**src/hdl/rmlc_defines.vh**
```
/*
 * constants for the radio modem link configuration block:
 * register numbers, field codes, reset values, limits and timing.
 * assumes a single 100 MHz clock; included by bare name.
 */
`ifndef RMLC_DEFINES_VH
`define RMLC_DEFINES_VH

// ----------------------------------------------------------------
// register numbers (index on the register port)
// ----------------------------------------------------------------
`define RMLC_REG_POST_TX_DELAY   8'h8A
`define RMLC_REG_LEGACY_COMPAT   8'h8B
`define RMLC_REG_DEST_ADDR       8'h8C
`define RMLC_REG_REPEATER        8'h8D
`define RMLC_REG_SERIAL_MODE     8'h8E
`define RMLC_REG_SYNC_MODE       8'h96
`define RMLC_REG_FAST_TIMEOUT    8'h97
`define RMLC_REG_HOLD_HOPS       8'h98
`define RMLC_REG_HDR_ENABLE      8'h99

// ----------------------------------------------------------------
// reset values
// ----------------------------------------------------------------
`define RMLC_RST_POST_TX_DELAY   16'h0000
`define RMLC_RST_DEST_ADDR       16'hFFFF
`define RMLC_RST_FAST_TIMEOUT    16'h00C8
`define RMLC_RST_HOLD_HOPS       8'h08
`define RMLC_RST_BYTE            8'h00

// ----------------------------------------------------------------
// field codes and limits
// ----------------------------------------------------------------
`define RMLC_BROADCAST           16'hFFFF
`define RMLC_DEST_MIN            16'h0001
`define RMLC_SER_RS232           8'h00
`define RMLC_SER_HALF485         8'h01
`define RMLC_SER_FULL485_SW      8'h02
`define RMLC_SER_FULL485_ON      8'h03
`define RMLC_SYNC_NORMAL         8'h00
`define RMLC_SYNC_QUICK_ACK      8'h01
`define RMLC_SYNC_QUICK_TMO      8'h02
`define RMLC_TMO_MIN             16'h0064
`define RMLC_TMO_MAX             16'hFDE8
`define RMLC_HOPS_MIN            8'h08
`define RMLC_HDR_BYTE0           8'h00
`define RMLC_HDR_BYTE1           8'hFF

// ----------------------------------------------------------------
// timing
// ----------------------------------------------------------------
`define RMLC_CLK_MHZ             100
`define RMLC_DELAY_UNIT_US       100
`define RMLC_MS_US               1000

`endif

```
**src/hdl/rmlc_top.v**
```verilog
/*
 * radio modem link configuration and outgoing framer: register store,
 * serial driver control, master start-up sync sequencer, header
 * prepending, post-transmit hold-off and a two-entry output buffer.
 * assumes register writes arrive already decoded from the command
 * parser, all inputs synchronous to CLK, one byte per handshake.
 */
// Behaviour
// - no new data until hold-off expires
// - hold-off counted in 100 us units
// - destination 1..65535, 65535 means broadcast
// - hopping: repeater flag acts on master only
// - narrowband: repeater flag enables CSMA, network-wide
// - serial mode selects host port type
// - mode 2: driver on only while sending
// - mode 3: driver always on
// - sync mode master only, codes 0/1/2
// - mode 1: quick until ack, hold hops
// - mode 2: quick at online for timeout
// - timeout 100..65000 ms, used in mode 2
// - header enabled: prefix 00, FF, address
// - address high byte third, low fourth
`include "rmlc_defines.vh"

module rmlc_top #(
    parameter UNIT_CYCLES = `RMLC_DELAY_UNIT_US * `RMLC_CLK_MHZ, // cycles per 100 us
    parameter MS_CYCLES   = `RMLC_MS_US * `RMLC_CLK_MHZ          // cycles per ms
) (
    // clock and reset
    input  wire        CLK,
    input  wire        RST,
    // register port
    input  wire        REG_WE,
    input  wire        REG_RE,
    input  wire [7:0]  REG_NUM,
    input  wire [15:0] REG_WDATA,
    output reg  [15:0] REG_RDATA,
    // unit identity and role
    input  wire [15:0] UNIT_ID,
    input  wire        IS_MASTER,
    input  wire        IS_HOPPING,
    // link events
    input  wire        LINK_ONLINE,
    input  wire        SYNC_ACK,
    input  wire        HOP_TICK,
    // data from host
    input  wire        IN_VALID,
    input  wire [7:0]  IN_DATA,
    input  wire        IN_LAST,
    output reg         IN_READY,
    // data to radio
    output reg         TX_VALID,
    output reg  [7:0]  TX_DATA,
    output reg         TX_LAST,
    input  wire        TX_READY,
    // configuration outputs
    output reg  [15:0] DEST_ADDR,
    output reg         BROADCAST,
    output reg         REPEATER_MODE,
    output reg         CSMA_EN,
    output reg         LEGACY_COMPAT,
    output reg  [1:0]  SER_MODE,
    output reg         DRV_OE_N,
    output reg         FAST_HOP,
    output reg         HOLDOFF
);

    // ------------------------------------------------------------
    // state codes
    // ------------------------------------------------------------
    localparam [6:0] F_IDLE = 7'h01, F_H0 = 7'h02, F_H1 = 7'h04, F_H2 = 7'h08,
                     F_H3   = 7'h10, F_DATA = 7'h20, F_WAIT = 7'h40;
    localparam [3:0] S_NORM = 4'h1, S_QACK = 4'h2, S_QHOLD = 4'h4, S_QTMO = 4'h8;

    // ------------------------------------------------------------
    // configuration registers
    // ------------------------------------------------------------
    reg [15:0] post_tx_delay_r;     // hold-off in 100 us units
    reg [7:0]  legacy_compat_r;     // legacy band flag
    reg [15:0] dest_addr_r;         // destination address
    reg [7:0]  repeater_r;          // repeater presence
    reg [7:0]  serial_mode_r;       // host port type
    reg [7:0]  sync_mode_r;         // master start-up sync mode
    reg [15:0] fast_timeout_r;      // quick sync time in ms
    reg [7:0]  hold_hops_r;         // hops kept fast after ack
    reg [7:0]  hdr_enable_r;        // header prepend enable

    // ------------------------------------------------------------
    // working state
    // ------------------------------------------------------------
    reg [6:0]  fstate_r;            // framer state
    reg [6:0]  fstate_nxt;
    reg [3:0]  sstate_r;            // sync sequencer state
    reg [16:0] hpre_r;              // hold-off prescaler
    reg [15:0] hcnt_r;              // hold-off units left
    reg [16:0] spre_r;              // ms prescaler
    reg [15:0] scnt_r;              // sync ms or hops left
    reg [7:0]  sp_data_r;           // spare buffer entry
    reg        sp_last_r;
    reg        sp_valid_r;
    reg        push;                // byte into the buffer
    reg [7:0]  push_data;
    reg        push_last;
    reg        sp_valid_nxt;
    wire       pop;                 // byte taken by radio
    wire       last_out;            // final byte of packet leaves

    assign pop      = TX_VALID & TX_READY;
    assign last_out = pop & TX_LAST;

    // ------------------------------------------------------------
    // register writes with range checks
    // ------------------------------------------------------------
    always @(posedge CLK) begin
        if (RST) begin
            post_tx_delay_r <= `RMLC_RST_POST_TX_DELAY;
            legacy_compat_r <= `RMLC_RST_BYTE;
            dest_addr_r     <= `RMLC_RST_DEST_ADDR;
            repeater_r      <= `RMLC_RST_BYTE;
            serial_mode_r   <= `RMLC_RST_BYTE;
            sync_mode_r     <= `RMLC_RST_BYTE;
            fast_timeout_r  <= `RMLC_RST_FAST_TIMEOUT;
            hold_hops_r     <= `RMLC_RST_HOLD_HOPS;
            hdr_enable_r    <= `RMLC_RST_BYTE;
        end else if (REG_WE) begin
            case (REG_NUM)
                `RMLC_REG_POST_TX_DELAY: post_tx_delay_r <= REG_WDATA;
                `RMLC_REG_LEGACY_COMPAT: legacy_compat_r <= REG_WDATA[7:0];
                `RMLC_REG_DEST_ADDR: begin
                    // zero is no legal destination, write dropped
                    if (REG_WDATA >= `RMLC_DEST_MIN)
                        dest_addr_r <= REG_WDATA;
                end
                `RMLC_REG_REPEATER: repeater_r <= REG_WDATA[7:0];
                `RMLC_REG_SERIAL_MODE: begin
                    if (REG_WDATA[7:0] <= `RMLC_SER_FULL485_ON)
                        serial_mode_r <= REG_WDATA[7:0];
                end
                `RMLC_REG_SYNC_MODE: begin
                    if (REG_WDATA[7:0] <= `RMLC_SYNC_QUICK_TMO)
                        sync_mode_r <= REG_WDATA[7:0];
                end
                `RMLC_REG_FAST_TIMEOUT: begin
                    if (REG_WDATA >= `RMLC_TMO_MIN && REG_WDATA <= `RMLC_TMO_MAX)
                        fast_timeout_r <= REG_WDATA;
                end
                `RMLC_REG_HOLD_HOPS: begin
                    if (REG_WDATA[7:0] >= `RMLC_HOPS_MIN)
                        hold_hops_r <= REG_WDATA[7:0];
                end
                `RMLC_REG_HDR_ENABLE: hdr_enable_r <= REG_WDATA[7:0];
                default: ;
            endcase
        end
    end

    // ------------------------------------------------------------
    // register read-back, unmapped numbers read zero
    // ------------------------------------------------------------
    always @(posedge CLK) begin
        if (RST) begin
            REG_RDATA <= 16'h0000;
        end else if (REG_RE) begin
            case (REG_NUM)
                `RMLC_REG_POST_TX_DELAY: REG_RDATA <= post_tx_delay_r;
                `RMLC_REG_LEGACY_COMPAT: REG_RDATA <= {8'h00, legacy_compat_r};
                `RMLC_REG_DEST_ADDR:     REG_RDATA <= dest_addr_r;
                `RMLC_REG_REPEATER:      REG_RDATA <= {8'h00, repeater_r};
                `RMLC_REG_SERIAL_MODE:   REG_RDATA <= {8'h00, serial_mode_r};
                `RMLC_REG_SYNC_MODE:     REG_RDATA <= {8'h00, sync_mode_r};
                `RMLC_REG_FAST_TIMEOUT:  REG_RDATA <= fast_timeout_r;
                `RMLC_REG_HOLD_HOPS:     REG_RDATA <= {8'h00, hold_hops_r};
                `RMLC_REG_HDR_ENABLE:    REG_RDATA <= {8'h00, hdr_enable_r};
                default:                 REG_RDATA <= 16'h0000;
            endcase
        end
    end

    // ------------------------------------------------------------
    // configuration outputs and serial driver control
    // ------------------------------------------------------------
    always @(posedge CLK) begin
        if (RST) begin
            DEST_ADDR     <= `RMLC_RST_DEST_ADDR;
            BROADCAST     <= 1'b0;
            REPEATER_MODE <= 1'b0;
            CSMA_EN       <= 1'b0;
            LEGACY_COMPAT <= 1'b0;
            SER_MODE      <= 2'b00;
            DRV_OE_N      <= 1'b1;
        end else begin
            DEST_ADDR     <= dest_addr_r;
            BROADCAST     <= (dest_addr_r == `RMLC_BROADCAST);
            // hopping units: only the master honours it
            REPEATER_MODE <= IS_HOPPING & IS_MASTER & (repeater_r != 8'h00);
            // narrowband units: same flag turns on CSMA
            CSMA_EN       <= ~IS_HOPPING & (repeater_r != 8'h00);
            LEGACY_COMPAT <= (legacy_compat_r != 8'h00);
            SER_MODE      <= serial_mode_r[1:0];
            case (serial_mode_r)
                `RMLC_SER_FULL485_ON: DRV_OE_N <= 1'b0;
                `RMLC_SER_FULL485_SW: DRV_OE_N <= ~TX_VALID;
                `RMLC_SER_HALF485:    DRV_OE_N <= ~TX_VALID;
                default:              DRV_OE_N <= 1'b1;        // rs-232, no 485 driver
            endcase
        end
    end

    // ------------------------------------------------------------
    // master start-up sync sequencer
    // ------------------------------------------------------------
    always @(posedge CLK) begin
        if (RST) begin
            sstate_r <= S_NORM;
            spre_r   <= 17'h00000;
            scnt_r   <= 16'h0000;
            FAST_HOP <= 1'b0;
        end else begin
            case (sstate_r)
                S_NORM: begin
                    // only a hopping master runs quick sync
                    if (LINK_ONLINE && IS_MASTER && IS_HOPPING) begin
                        if (sync_mode_r == `RMLC_SYNC_QUICK_ACK) begin
                            sstate_r <= S_QACK;
                        end else if (sync_mode_r == `RMLC_SYNC_QUICK_TMO) begin
                            sstate_r <= S_QTMO;
                            scnt_r   <= fast_timeout_r;
                            spre_r   <= 17'h00000;
                        end
                    end
                end
                S_QACK: begin
                    // fast until the slave acknowledges
                    if (SYNC_ACK) begin
                        sstate_r <= S_QHOLD;
                        scnt_r   <= {8'h00, hold_hops_r};
                    end
                end
                S_QHOLD: begin
                    // keep fast for the hold hop count
                    if (HOP_TICK) begin
                        if (scnt_r <= 16'h0001)
                            sstate_r <= S_NORM;
                        scnt_r <= scnt_r - 16'h0001;
                    end
                end
                S_QTMO: begin
                    // count whole ms down to zero
                    if (spre_r == MS_CYCLES[16:0] - 17'h00001) begin
                        spre_r <= 17'h00000;
                        if (scnt_r <= 16'h0001)
                            sstate_r <= S_NORM;
                        scnt_r <= scnt_r - 16'h0001;
                    end else begin
                        spre_r <= spre_r + 17'h00001;
                    end
                end
                default: sstate_r <= S_NORM;
            endcase
            FAST_HOP <= (sstate_r != S_NORM);
        end
    end

    // ------------------------------------------------------------
    // framer next state and byte source
    // ------------------------------------------------------------
    always @* begin
        fstate_nxt = fstate_r;
        push       = 1'b0;
        push_data  = IN_DATA;
        push_last  = 1'b0;
        case (fstate_r)
            F_IDLE: begin
                // a new packet only once hold-off is over
                if (IN_VALID && !HOLDOFF) begin
                    if (hdr_enable_r != 8'h00)
                        fstate_nxt = F_H0;
                    else
                        fstate_nxt = F_DATA;
                end
            end
            F_H0: begin
                push      = ~sp_valid_r;
                push_data = `RMLC_HDR_BYTE0;
                if (push)
                    fstate_nxt = F_H1;
            end
            F_H1: begin
                push      = ~sp_valid_r;
                push_data = `RMLC_HDR_BYTE1;
                if (push)
                    fstate_nxt = F_H2;
            end
            F_H2: begin
                push      = ~sp_valid_r;
                push_data = UNIT_ID[15:8];
                if (push)
                    fstate_nxt = F_H3;
            end
            F_H3: begin
                push      = ~sp_valid_r;
                push_data = UNIT_ID[7:0];
                if (push)
                    fstate_nxt = F_DATA;
            end
            F_DATA: begin
                // host bytes pass untouched
                push      = IN_VALID & IN_READY;
                push_last = IN_LAST;
                if (push && IN_LAST)
                    fstate_nxt = F_WAIT;
            end
            F_WAIT: begin
                // packet ends when its last byte leaves
                if (last_out)
                    fstate_nxt = F_IDLE;
            end
            default: fstate_nxt = F_IDLE;
        endcase
    end

    // ------------------------------------------------------------
    // two-entry buffer: head drives TX, spare absorbs a stall
    // ------------------------------------------------------------
    always @* begin
        sp_valid_nxt = sp_valid_r;
        if (pop && sp_valid_r)
            sp_valid_nxt = 1'b0;
        else if (push && TX_VALID && !pop)
            sp_valid_nxt = 1'b1;
    end

    always @(posedge CLK) begin
        if (RST) begin
            TX_VALID   <= 1'b0;
            TX_DATA    <= 8'h00;
            TX_LAST    <= 1'b0;
            sp_valid_r <= 1'b0;
            sp_data_r  <= 8'h00;
            sp_last_r  <= 1'b0;
        end else begin
            sp_valid_r <= sp_valid_nxt;
            if (pop && sp_valid_r) begin
                // spare moves up into the head
                TX_DATA <= sp_data_r;
                TX_LAST <= sp_last_r;
            end else if (push && (!TX_VALID || pop)) begin
                // head empty or emptying: load directly
                TX_VALID <= 1'b1;
                TX_DATA  <= push_data;
                TX_LAST  <= push_last;
            end else if (push) begin
                // head stalled: park in spare
                sp_data_r <= push_data;
                sp_last_r <= push_last;
            end else if (pop) begin
                TX_VALID <= 1'b0;
            end
        end
    end

    // ------------------------------------------------------------
    // framer state and registered host ready
    // ------------------------------------------------------------
    always @(posedge CLK) begin
        if (RST) begin
            fstate_r <= F_IDLE;
            IN_READY <= 1'b0;
        end else begin
            fstate_r <= fstate_nxt;
            IN_READY <= (fstate_nxt == F_DATA) & ~sp_valid_nxt;
        end
    end

    // ------------------------------------------------------------
    // post-transmit hold-off in 100 us units
    // ------------------------------------------------------------
    always @(posedge CLK) begin
        if (RST) begin
            HOLDOFF <= 1'b0;
            hpre_r  <= 17'h00000;
            hcnt_r  <= 16'h0000;
        end else if (last_out) begin
            // zero delay means no hold-off at all
            HOLDOFF <= (post_tx_delay_r != 16'h0000);
            hcnt_r  <= post_tx_delay_r;
            hpre_r  <= 17'h00000;
        end else if (HOLDOFF) begin
            if (hpre_r == UNIT_CYCLES[16:0] - 17'h00001) begin
                hpre_r <= 17'h00000;
                if (hcnt_r <= 16'h0001)
                    HOLDOFF <= 1'b0;
                hcnt_r <= hcnt_r - 16'h0001;
            end else begin
                hpre_r <= hpre_r + 17'h00001;
            end
        end
    end

endmodule

```
**config.mk**
```make
export PLATFORM = sky130hd
export DESIGN_NAME = rmlc_top
export DESIGN_NICKNAME = d
export VERILOG_FILES = /design/src/hdl/rmlc_top.v
export VERILOG_INCLUDE_DIRS = /design/src /design/src/hdl
export SDC_FILE = /design/constraint.sdc
export NUM_CORES = 1
export LEC_CHECK = 0
export BUFFER_PORTS_ARGS = -buffer_cell sky130_fd_sc_hd__buf_2
export CORE_ASPECT_RATIO = 1.2
export CORE_MARGIN = 10
export CORE_UTILIZATION = 30
export CTS_BUF_LIST = sky130_fd_sc_hd__clkbuf_4 sky130_fd_sc_hd__clkbuf_8
export DETAILED_ROUTE_END_ITERATION = 10
export HOLD_SLACK_MARGIN = 0.1
export PLACE_DENSITY = 0.51
export SLEW_MARGIN = 20
export SYNTH_ARGS = -nofsm -noshare
export SYNTH_HDL_FRONTEND = slang
export SYNTH_SLANG_ARGS = --single-unit
```
**constraint.sdc**
```tcl
create_clock -name CLK -period 6.7 [get_ports CLK]
set_clock_uncertainty 0.1 [all_clocks]
set_input_delay 1.005 -clock CLK [delete_from_list [all_inputs] [get_ports CLK]]
set_output_delay 1.005 -clock CLK [all_outputs]
set_load 0.02 [all_outputs]
```
=== Word level (Yosys, flattened, before mapping) ===
Cells that the tools add are included.

* Flip-flop bits (word level): 235
* Input bits: 60
* Output and inout port bits: 52

* Add/sub/neg operators: 4
* $lt $le $gt $ge: 8
* Equality and inequality tests: 38
* Multiplexer cells: 51
* Bitwise logic cells: 13
* Reduce and logical (&&, ||, !) cells: 41

{| class="wikitable"
|+ Operators by type and width
! operator !! count
|-
| $mux 16 || 9
|-
| $pmux 16 s9 || 1
|-
| $mux 17 || 5
|-
| $eq 8x8->1 const B || 9
|-
| $pmux 16 s4 || 1
|-
| $mux 7 || 7
|-
| $pmux 7 s7 || 1
|-
| $add 17x1->17 const B || 2
|-
| $pmux 17 s2 || 1
|-
| $le 16x1->1 const B || 2
|-
| $pmux 8 s4 || 1
|-
| $sub 16x1->16 const B || 2
|-
| $mux 4 || 7
|-
| $eq 8x2->1 const B || 3
|-
| $reduce_bool 8->1 || 3
|-
| $reduce_and 3->1 || 7
|-
| $eq 17x14->1 const B || 1
|-
| $eq 17x17->1 const B || 1
|-
| $eq 16x16->1 const B || 1
|-
| $eq 8x1->1 const B || 2
|-
| $ge 16x1->1 const B || 1
|-
| $ge 16x7->1 const B || 1
|-
| $le 16x16->1 const B || 1
|-
| $le 8x2->1 const B || 2
|-
| 35 further kinds || 84
|}

=== Depth between registers and ports, before layout ===
Gate-level depths: netlist (run 1).

* Word-level depth: 9
* Mapped depth: 8
* Mapped depth without buffers: 7

=== Worst setup path after synthesis (run 1) ===
Ideal clock, no wire load.

* Kind: input -> register
* Start point: input port REG_NUM[5]
* End point: register fast_timeout_r[10]
* Library setup time: 0.072 ns
* Arrival time: 3.002 ns
* Required time: 6.528 ns
* Path slack: 3.526 ns
* Stages on the path: 8
* Buffers on the path: 3
* Path through: or3b_2 -> clkbuf_1 -> nor3b_2 -> o311a_1 -> a21boi_0 -> buf_2 -> buf_4 -> mux2i_1

* Longest elaborated chain between the ends: 2

{| class="wikitable"
|+ RTL lines
! item !! line !! text
|-
| from (decl) || rmlc_top.v:35 || <nowiki>input wire [7:0] REG_NUM,</nowiki>
|-
| $eq 8x8->1 || rmlc_top.v:126 || <nowiki>case (REG_NUM)</nowiki>
|-
| $reduce_and 3->1 (no source line) || -- ||
|-
| to (signal assigned) || rmlc_top.v:122 || <nowiki>fast_timeout_r <= `RMLC_RST_FAST_TIMEOUT;</nowiki>
|-
| to (decl) || rmlc_top.v:84 || <nowiki>reg [15:0] fast_timeout_r;</nowiki>
|}

Every way passes these cells.
A chain may end at the register's enable or synchronous reset.

=== Worst setup path after layout (run 1) ===
* Start point: register sync_mode_r[0]
* End point: register scnt_r[3]

* Longest elaborated chain between the ends: 3
* Elaborated cells between the ends (all ways): 5
* Those cells by class: 4 x eq/ne; 1 x reduce/logical

{| class="wikitable"
|+ RTL lines
! item !! line !! text
|-
| from (decl) || rmlc_top.v:83 || <nowiki>reg [7:0] sync_mode_r;</nowiki>
|-
| from (signal assigned) || rmlc_top.v:121 || <nowiki>sync_mode_r <= `RMLC_RST_BYTE;</nowiki>
|-
| from (signal assigned) || rmlc_top.v:141 || <nowiki>sync_mode_r <= REG_WDATA[7:0];</nowiki>
|-
| $eq 8x2->1 (no source line) or $eq 8x1->1 (tied branches) || -- ||
|-
| $ne 2x2->1 (no source line) || -- ||
|-
| $reduce_and 7->1 (no source line) * || -- ||
|-
| to (signal assigned) || rmlc_top.v:227 || <nowiki>scnt_r <= fast_timeout_r;</nowiki>
|-
| to (signal assigned) || rmlc_top.v:236 || <nowiki>scnt_r <= {8'h00, hold_hops_r};</nowiki>
|-
| to (signal assigned) || rmlc_top.v:244 || <nowiki>scnt_r <= scnt_r - 16'h0001;</nowiki>
|-
| to (decl) || rmlc_top.v:97 || <nowiki>reg [15:0] scnt_r;</nowiki>
|}

Every way passes the cells marked *; elsewhere a longest branch is shown, timed or not.

==> run summary, run 1 <==
The run finished with clean final reports. 112 I/O pins were placed. For this run, the leading register cell type out of synthesis is sky130_fd_sc_hd__dfxtp_1. STA classifies the critical path endpoint as a flop.

For this run, the post-layout net count is 1445. Setup repair after global routing left no endpoint under its margin. The tools report the worst flop-to-flop path startpoint as sync_mode_r[0]$_SDFFE_PP0P_. The clock period minus final worst setup slack is 3.492 ns, and the maximum net fanout on the critical path is 11. The die outline area is 0.04569 mm2.

For the via count of the first global-routing pass, the log shows 9906. Row generation in the floorplan step produced 77 rows. The logs give 6.98 ns for the data required time at the worst endpoint and 0 for the total congestion overflow after global routing. The endpoint identified for the worst register-to-register timing path is scnt_r[3]$_SDFFE_PP0P_. For the pin with the worst max-slew slack, the measured transition is 0.9865 ns. The final wirelength is 36900 um, and the routed length per placed instance is 19.61 um. Across the run, the number of max-cap violations was 0. Summed over all cells, the static leakage comes to 4.683 nW. The worst hold path stage count is 2, and the placed instance count is 1810.

The TritonCTS buffer count was 41; the weighted congestion reported at the end of routability-driven placement was 0.8482. Based on the critical path, the design can be clocked at up to 286.3 MHz. TritonCTS built the clock tree.

The buffers inserted during post-CTS setup optimization came out at 0. The worst setup path is of the reg -> reg kind. The count of cells in the finished layout, fillers not included, comes to 1882. The chip height is 232.2 um. The tools report the initial core utilization as 30.42%.

The category of the worst setup path launch point is a flop. Global routing consumed, over all layers together, 15.49% of the routing resources. The detailed router's first-iteration violation count was 851. The final-report hold violation count was 0; the number of slew-limit violations in the final report was 0. The core footprint was 0.03700 mm2; the area growth from synthesis to final layout was 15.83%. The sum of negative setup slack came out at 0 ns.

The clock passes through at most 3 buffers. In the routed design, unresolved DRC markers number 0. For this run, the detailed router's first-pass iteration total came to 6. Area after detailed placement: 0.01216 mm2. Setup violations remaining at the end of the flow were counted as 0. The number of port buffers is 111. Sequential share of power: 47.4%. The mean cell area of the mapped netlist was 8.644 um2; the worst reg2reg path depth was 5. The number of nets in the synthesized netlist is 1368.

The H-tree depth reported by CTS came out at 2. The flop and latch count out of synthesis is 235. With fillers left out, the area of the finished cells amounts to 0.01304 mm2. After legalization and detailed placement, the total HPWL measured 25890 um.

The worst hold path begins at TX_DATA[2]$_SDFFE_PP0P_. The path with the worst hold slack has its endpoint at TX_DATA[2]$_SDFFE_PP0P_. The insertion delay of the later-clocked pin in the worst-skew pair was 0.56 ns.

The logs give 235 for the number of sinks handled by clock tree synthesis and 10270 for the number of vias after detailed routing. The relative slew slack was 33.99%; the number of enable flip-flop cells after synthesis was 0. Yosys printed 0 warnings. Entering global routing, the biggest net connects 79 pins. The internal portion of the total power is 2.255 mW. The sequential element share of the synthesized area is 41.80%, and the initial antenna violation count is 1. After layout, the worst path uses 52.13% of the clock period. The first-pass GRT wire length was 57010 um; the worst path setup slack after routing was 3.208 ns.

The post-detailed-route via-to-cell ratio was 5.458. The synthesized netlist contains 78 unique library cells. The tools report the fill cell total of the finished layout as 3907. In this run the remaining antenna-violating nets after routing total 0. The tools report the root cell of the clock tree as sky130_fd_sc_hd__clkbuf_8.

The quantity of hold-fixing buffers added after cts is 0, and the part of the power in combinational logic is 5.9%. Data on the critical path arrives at its endpoint at 3.77 ns. After synthesis the cells add up to 0.01125 mm2.

After clock tree synthesis, the clock-pin slew on the worst setup and hold paths is 0.06 ns. The power per standard cell area is 229.1 mW/mm2, and the setup slack at placement is 2.586 ns. The proportion of layout cells with a drive suffix above 1 came out at 16.84%.

In this run switching power makes up 24.48% of total power. VDD sags by at most 134.2 uV. The horizontal die dimension came out at 196.8 um.

At the end of the flow the core is filled with cells to 35.24%. The slack of the worst reg-to-reg path was 3.21 ns. Per report_power, the clock group accounts for 46.7% of the total. The post-CTS resize count is 0. In the synthesized netlist, the number of instances is 1302. The share of synthesized registers carrying an async set or reset came out at 0%.

In this run the worst hold path is classified as reg -> reg. Summed over all nets, the switching power comes to 0.7310 mW.
## routing by layer
| metal | up-vias | GRT usage, % | wire (um) |
|---|---|---|---|
| met5 | - | 0 | 0 |
| met4 | 0 | 6.039 | 1148 |
| met3 | 75 | 2.638 | 1775 |
| met2 | 301 | 25.83 | 17610 |
| met1 | 4881 | 19.51 | 16370 |
| li1 | 5015 | - | - |
## logic make-up after synthesis
kind of cell | count (synthesis) | share of synthesized area (%)
and+or+nand+nor | 499 | 23.44
xor gates and xnor gates | 40 | 3.113
AOI/OAI and AO/OA | 334 | 20.47
DFF | 235 | 41.80
muxes | 72 | 6.404
buffers and inverters | 116 | 4.113
adders and majority gates | 6 | 0.6670
## synthesized netlist by cell type, types with 10 or more instances
library cell / instances / area (um2)
sky130_fd_sc_hd__a211oi_1: 35 / 262.8
sky130_fd_sc_hd__a21oi_1: 92 / 460.4
sky130_fd_sc_hd__a22o_1: 12 / 105.1
sky130_fd_sc_hd__a31oi_1: 12 / 75.07
sky130_fd_sc_hd__and2_1: 14 / 87.58
sky130_fd_sc_hd__and3_1: 16 / 100.1
sky130_fd_sc_hd__clkbuf_1: 74 / 277.8
sky130_fd_sc_hd__dfxtp_1: 235 / 4705
sky130_fd_sc_hd__inv_1: 28 / 105.1
sky130_fd_sc_hd__mux2i_1: 72 / 720.7
sky130_fd_sc_hd__nand2_1: 114 / 427.9
sky130_fd_sc_hd__nand3_1: 57 / 285.3
sky130_fd_sc_hd__nand4_1: 22 / 137.6
sky130_fd_sc_hd__nor2_1: 104 / 390.4
sky130_fd_sc_hd__nor2b_1: 10 / 62.56
sky130_fd_sc_hd__nor3_1: 29 / 145.1
sky130_fd_sc_hd__nor4_1: 36 / 225.2
sky130_fd_sc_hd__o21ai_0: 49 / 245.2
sky130_fd_sc_hd__o31ai_1: 12 / 90.09
sky130_fd_sc_hd__o32ai_1: 11 / 96.34
sky130_fd_sc_hd__or2_2: 20 / 125.1
sky130_fd_sc_hd__or3_1: 13 / 81.33
sky130_fd_sc_hd__or4_1: 10 / 75.07
sky130_fd_sc_hd__xnor2_1: 18 / 157.7
sky130_fd_sc_hd__xor2_1: 22 / 192.7
## area by class of cell
type                       count  area (um2)  share of cell area (%)
multi-input combinational    951        6121                   46.95
antenna                        1       2.502                 0.01920
clock inverter                 4       22.52                  0.1728
clock buffer                  67       847.1                   6.498
tap                          474       593.1                   4.549
sequential                   235        4705                   36.09
timing repair buffer         122       640.6                   4.914
inverter                      28       105.1                  0.8062
## cell usage in the layout, fill, tap and decap left out, types with 29 or more instances in the layout
master                     netlist  final
sky130_fd_sc_hd__dfxtp_1       235    235
sky130_fd_sc_hd__nand3_1        57     57
sky130_fd_sc_hd__nor4_1         36     33
sky130_fd_sc_hd__a21oi_1        92     92
sky130_fd_sc_hd__nand2_1       114    114
sky130_fd_sc_hd__clkbuf_8        0     55
sky130_fd_sc_hd__nor2_1        104    104
sky130_fd_sc_hd__a211oi_1       35     35
sky130_fd_sc_hd__o21ai_0        49     49
sky130_fd_sc_hd__nor3_1         29     29
sky130_fd_sc_hd__buf_2           7    110
sky130_fd_sc_hd__mux2i_1        72     72
## state kept, by name, indices dropped and copies added, names as in the netlist, 8 cells and up
signal and flops:
legacy_compat_r 8, TX_DATA 8, sp_data_r 8, post_tx_delay_r 16, fast_timeout_r 16, DEST_ADDR 16
sync_mode_r 8, repeater_r 8, REG_RDATA 16, scnt_r 16, hold_hops_r 8, dest_addr_r 16
hcnt_r 16, hdr_enable_r 8, hpre_r 17, serial_mode_r 8, spre_r 17
## worst max-delay path by stage
stage                                 from                               to  slack (ns)
5_1_grt        sync_mode_r[0]$_SDFFE_PP0P_           scnt_r[5]$_SDFFE_PP0P_        3.06
2_1_floorplan                   REG_NUM[5]  fast_timeout_r[10]$_SDFFE_PP0P_        3.53
6_report       sync_mode_r[0]$_SDFFE_PP0P_           scnt_r[3]$_SDFFE_PP0P_        3.21
3_3_place_gp                    REG_NUM[0]   fast_timeout_r[6]$_SDFFE_PP1P_        2.67
3_5_place_dp                    REG_NUM[0]   fast_timeout_r[6]$_SDFFE_PP1P_        2.59
4_1_cts                         REG_NUM[0]   fast_timeout_r[6]$_SDFFE_PP1P_        3.17
## critical path: stages (launching register included)
cell	delay, ns
sky130_fd_sc_hd__dfxtp_1	0.37
sky130_fd_sc_hd__or4b_2	0.76
sky130_fd_sc_hd__nor4_1	0.68
sky130_fd_sc_hd__o21ai_0	0.41
sky130_fd_sc_hd__nor2_1	0.79
sky130_fd_sc_hd__a311oi_1	0.18
## power groups by stage
stage	clock, mW	combinational, mW	sequential, mW
final	1.39	0.177	1.42
after CTS	1.44	0.176	1.42
after floorplan	0	0.101	1.45
after global routing	1.50	0.191	1.42
after detailed placement	0	0.175	1.45
after global placement	0	0.174	1.45
## through the flow
stage | hold slack (ns) | total power [mW]
after floorplan | 0.3368 | 1.550
after global placement | 0.3401 | 1.620
after detailed placement | 0.3448 | 1.621
after CTS | 0.3562 | 3.034
after global routing | 0.3734 | 3.104
final | 0.3531 | 2.986
Note: power is estimated with default switching activity, not from simulation.
==> inputs of run 2 (changes only) <==
Settings changed: ABC_AREA set to 1, PLACE_DENSITY 0.51 to 0.53.
Clock period 6.7 ns to 2.8 ns, I/O delays scaled along.
==> run 2 against run 1 <==
Count of clock-buffer cells in the layout increased by 1. Worst hold slack got worse by 0.21 ns. Largest power group is now clock. Sequential cell count unchanged. Setup slack got worse by 2.8 ns. Clock power increased by 150%. Cell count increased by 30%. Via count increased by 15%. Die area increased by 5.1%. Utilization increased by 0.75 points. Global-route usage increased by 0.097 points. Sequential share of layout area decreased by 2.5 points. Total power increased by 140%.
==> run summary, run 2 <==
The flow ran to the end, and the final reports show no timing, DRC or antenna violations. The combined buffer and inverter count along the critical path works out to 1 (was 0). The type of the worst setup path was reg -> reg (unchanged). The post-route clock period utilization is 84.05% (was 52.13%).

Top cells by count, synth: 400 x sky130_fd_sc_hd__nand2_1, 235 x sky130_fd_sc_hd__dfxtp_1, 211 x sky130_fd_sc_hd__nor2_1, 208 x sky130_fd_sc_hd__nand3_1, 169 x sky130_fd_sc_hd__inv_1 (was 235 x sky130_fd_sc_hd__dfxtp_1, 114 x sky130_fd_sc_hd__nand2_1, 104 x sky130_fd_sc_hd__nor2_1, 92 x sky130_fd_sc_hd__a21oi_1, 74 x sky130_fd_sc_hd__clkbuf_1). The tools report the all-layer global routing usage as 15.59% (was 15.49%). The share of synthesized registers carrying an async set or reset is 0% (unchanged). The mean cell area of the mapped netlist was 6.747 um2 (was 8.644 um2); the insertion delay of the later-clocked pin in the worst-skew pair was 0.58 ns (was 0.56 ns). The tools report the iteration count of the initial detailed-routing pass as 8 (was 6). Standard cell with the maximum stage delay on the critical path: sky130_fd_sc_hd__dfxtp_1 (was sky130_fd_sc_hd__nor2_1).

The number of non-filler instances in the completed layout was 2447 (was 1882); the number of slew-limit violations in the final report was 0 (unchanged). The worst reg2reg path depth came out at 10 (was 5). The cell with the most instances after synthesis was sky130_fd_sc_hd__nand2_1 (was sky130_fd_sc_hd__dfxtp_1). Endpoint type of the worst setup path: a flop (unchanged).

The number of antenna-violating nets in the routed design came out at 0 (unchanged). The number of port buffers is 111 (unchanged). The largest net degree at the start of global routing came out at 55 (was 79). The worst flop-to-flop path startpoint is spre_r[0]$_SDFFE_PP0P_ (was sync_mode_r[0]$_SDFFE_PP0P_). The run gives 0 ns (unchanged) as the sum of negative setup slack. The weighted congestion reported at the end of routability-driven placement came out at 0.9338 (was 0.8482). The chip height came out at 238.1 um (was 232.2 um).

The clock period minus final worst setup slack works out to 2.353 ns (was 3.492 ns). Most frequent cells in the layout: 400 x sky130_fd_sc_hd__nand2_1, 235 x sky130_fd_sc_hd__dfxtp_1, 211 x sky130_fd_sc_hd__nor2_1, 208 x sky130_fd_sc_hd__nand3_1, 169 x sky130_fd_sc_hd__inv_1 (was 235 x sky130_fd_sc_hd__dfxtp_1, 114 x sky130_fd_sc_hd__nand2_1, 110 x sky130_fd_sc_hd__buf_2, 104 x sky130_fd_sc_hd__nor2_1, 92 x sky130_fd_sc_hd__a21oi_1). TritonCTS built the clock tree. The logs give 0 (unchanged) for the number of max-capacitance violations reported and 235 (unchanged) for the number of sinks handled by clock tree synthesis. For the count of nets after finishing, the log shows 1958 (was 1445). The run gives 6.132 nW (was 4.683 nW) as the static leakage. Horizontal die dimension: 201.7 um (was 196.8 um). The number of vias after detailed routing is 11780 (was 10270), and the area growth from synthesis to final layout is 17.88% (was 15.83%). The tools report the quantity of hold-fixing buffers added after cts as 17 (was 0).

The final wirelength is 38330 um (was 36900 um). The highest clock rate came out at 424.9 MHz (was 286.3 MHz). The tools report the hold path startpoint as REG_WDATA[1] (was TX_DATA[2]$_SDFFE_PP0P_).

For the die outline area, the log shows 0.04802 mm2 (was 0.04569 mm2). The TritonCTS buffer count came out at 43 (was 41). For the detailed router's first-iteration violation count, the log shows 756 (was 851).

The leading cell type in the layout, fill and taps excluded is sky130_fd_sc_hd__nand2_1 (was sky130_fd_sc_hd__dfxtp_1). The data required time at the worst endpoint is 3.15 ns (was 6.98 ns). Root cell of the clock tree: sky130_fd_sc_hd__clkbuf_8 (unchanged). The core footprint came out at 0.03894 mm2 (was 0.03700 mm2). For the number of buffers on the longest clock path, the log shows 3 (unchanged). Worst path setup slack after routing: 0.4467 ns (was 3.208 ns).

The cell area after technology mapping was 0.01189 mm2 (was 0.01125 mm2). The yosys synthesis warning count was 0 (unchanged). The run gives 0 (unchanged) as the final-report hold violation count. The initial antenna violation count is 2 (was 1). The tools report the H-tree depth reported by CTS as 2 (unchanged). The logs give 1762 (was 1302) for the synthesized instance count and 61230 um (was 57010 um) for the first-pass GRT wire length. Leading cell types by total area after synthesis: sky130_fd_sc_hd__dfxtp_1 40%, sky130_fd_sc_hd__nand2_1 13%, sky130_fd_sc_hd__nand3_1 8.8% (was sky130_fd_sc_hd__dfxtp_1 42%, sky130_fd_sc_hd__mux2i_1 6.4%, sky130_fd_sc_hd__a21oi_1 4.1%).

The critical path depth in cells is 10 (was 5), and the via count of the first global-routing pass is 11370 (was 9906). The run gives 2356 (was 1810) as the placed instance count. Total I/O pin count: 112 (unchanged). Setup repair after global routing left no endpoint under its margin. Cells along the critical path: ha_1, nand2_2, nor2_4, nand3_1, o21ai_1, nand2_1, nor2_4, inv_2, nor2_1, nor2_1 (was or4b_2, nor4_1, o21ai_0, nor2_1, a311oi_1).

The maximum net fanout on the critical path works out to 18 (was 11). The routed length per placed instance is 15.67 um (was 19.61 um), and the worst endpoint data arrival time is 2.70 ns (was 3.77 ns). The initial core utilization is 30.52% (was 30.42%), and the number of distinct library cells after synthesis is 47 (was 78). The number of enable flip-flop cells after synthesis is 0 (unchanged). Net count of the mapped netlist: 1828 (was 1368). The flop and latch count out of synthesis is 235 (unchanged), and the actual slew at the worst max-slew pin is 0.6780 ns (was 0.9865 ns). The category of the worst setup path launch point is a flop (unchanged). The post-detailed-route via-to-cell ratio came out at 4.813 (was 5.458). Largest registers: hpre_r (17), spre_r (17) (unchanged).

The detailed-route DRC error count is 0 (unchanged), and the detailed-placement wirelength estimate is 28640 um (was 25890 um). For the buffers inserted during post-CTS setup optimization, the log shows 0 (unchanged). The proportion of layout cells with a drive suffix above 1 was 14.85% (was 16.84%). The total congestion overflow after global routing is 0 (unchanged).

The post-CTS resize count is 0 (unchanged), and the power per standard cell area is 512.5 mW/mm2 (was 229.1 mW/mm2). Cell taking the most area after synthesis: sky130_fd_sc_hd__dfxtp_1 (unchanged). The setup slack at placement is 0.4248 ns (was 2.586 ns). The post-CTS clock slew at the launch and capture registers of the worst setup and hold paths works out to 0.06 ns (about the same). The relative slew slack was 54.80% (was 33.99%); the worst hold path stage count was 3 (was 2). Leading register cell type out of synthesis: sky130_fd_sc_hd__dfxtp_1 (unchanged).

Critical path's largest stage delay: 0.38 ns (was 0.79 ns). The share of the synthesized area in the top cell type is 39.57% (was 41.80%), and the overall power of the completed layout is 7.182 mW (was 2.986 mW). The sequential element share of the synthesized area is 39.57% (was 41.80%), and the worst voltage drop across the vdd grid is 298.5 uV (was 134.2 uV).

The classification of the worst-slack hold path was in -> reg (was reg -> reg). The count of endpoints failing setup in the final report is 0 (unchanged). The row count was 79 (was 77).

Gate family responsible for the most delay along the worst path: simple AND/OR/NAND/NOR gates (unchanged). Launching element of the worst setup path: spre_r[0]$_SDFFE_PP0P_ (was sync_mode_r[0]$_SDFFE_PP0P_).
run 2: cell count changes in the layout (fill, tap and decap cells not counted), moves of 16 or more:
cell,before,now
sky130_fd_sc_hd__nand3_1,57,208
sky130_fd_sc_hd__dlygate4sd3_1,0,17
sky130_fd_sc_hd__nand2_1,114,400
sky130_fd_sc_hd__a211oi_1,35,1
sky130_fd_sc_hd__nor2_1,104,211
sky130_fd_sc_hd__o21ai_1,0,18
sky130_fd_sc_hd__nor4_1,33,17
sky130_fd_sc_hd__a21oi_1,92,132
sky130_fd_sc_hd__mux2i_1,72,0
sky130_fd_sc_hd__inv_1,27,169
sky130_fd_sc_hd__o21ai_0,49,72
run 2: final cells by class:
class | count | area, um2
Clock buffer | 68 | 860.8
Fill cell | 4251 | 24930
Inverter | 189 | 715.7
Timing Repair Buffer | 151 | 913.4
Antenna cell | 2 | 5.005
Multi-Input combinational cell | 1272 | 6130
Clock inverter | 4 | 26.28
Tap cell | 526 | 658.1
Sequential cell | 235 | 4705
run 2: worst paths after layout:
check,to,slack [ns]
max,scnt_r[14]$_SDFFE_PP0P_,0.45
min,post_tx_delay_r[1]$_SDFFE_PP0P_,0.14
max reg2reg,scnt_r[14]$_SDFFE_PP0P_,0.45
min reg2reg,sp_data_r[0]$_SDFFE_PP0P_,0.36
run 2: routing by layer:
metal	GRT usage, %	share of wire [%]	vias up	wire length (um)
met3	2.765	5.1	69	1954
li1	-	-	6055	-
met4	5.861	3.0	0	1169
met2	27.18	48	299	18480
met1	18.76	44	5355	16730
met5	0	0	-	0
run 2: tightest hold or removal path: stages:
cell and delay, ns:
sky130_fd_sc_hd__buf_2 0.17, sky130_fd_sc_hd__nand3_1 0.11, sky130_fd_sc_hd__a21oi_1 0.06
run 2: logic make-up after synthesis:
kind of cell	count (synthesis)	share of synthesized area, %
xor gates and xnor gates	23	1.695
and+or+nand+nor	988	37.86
buffers and inverters	255	8.862
DFF	235	39.57
adders and majority gates	6	0.6315
AOI/OAI and AO/OA	255	11.38
run 2: metrics by stage:
step	hold WS [ns]	utilization, %	area [um2]
floorplan	0.3252	-	11890
global placement	0.3402	33.26	12950
detailed placement	0.3468	33.26	12950
CTS	0.1002	35.97	14010
global route	0.1191	35.98	14010
finish	0.1390	35.98	14010
run 2: power by group:
part / switching (mW) / leakage, nW / internal [mW]
Clock: 1.48 / 0.470 / 1.94
Sequential: 0.0114 / 1.90 / 3.36
Combinational: 0.271 / 3.77 / 0.120
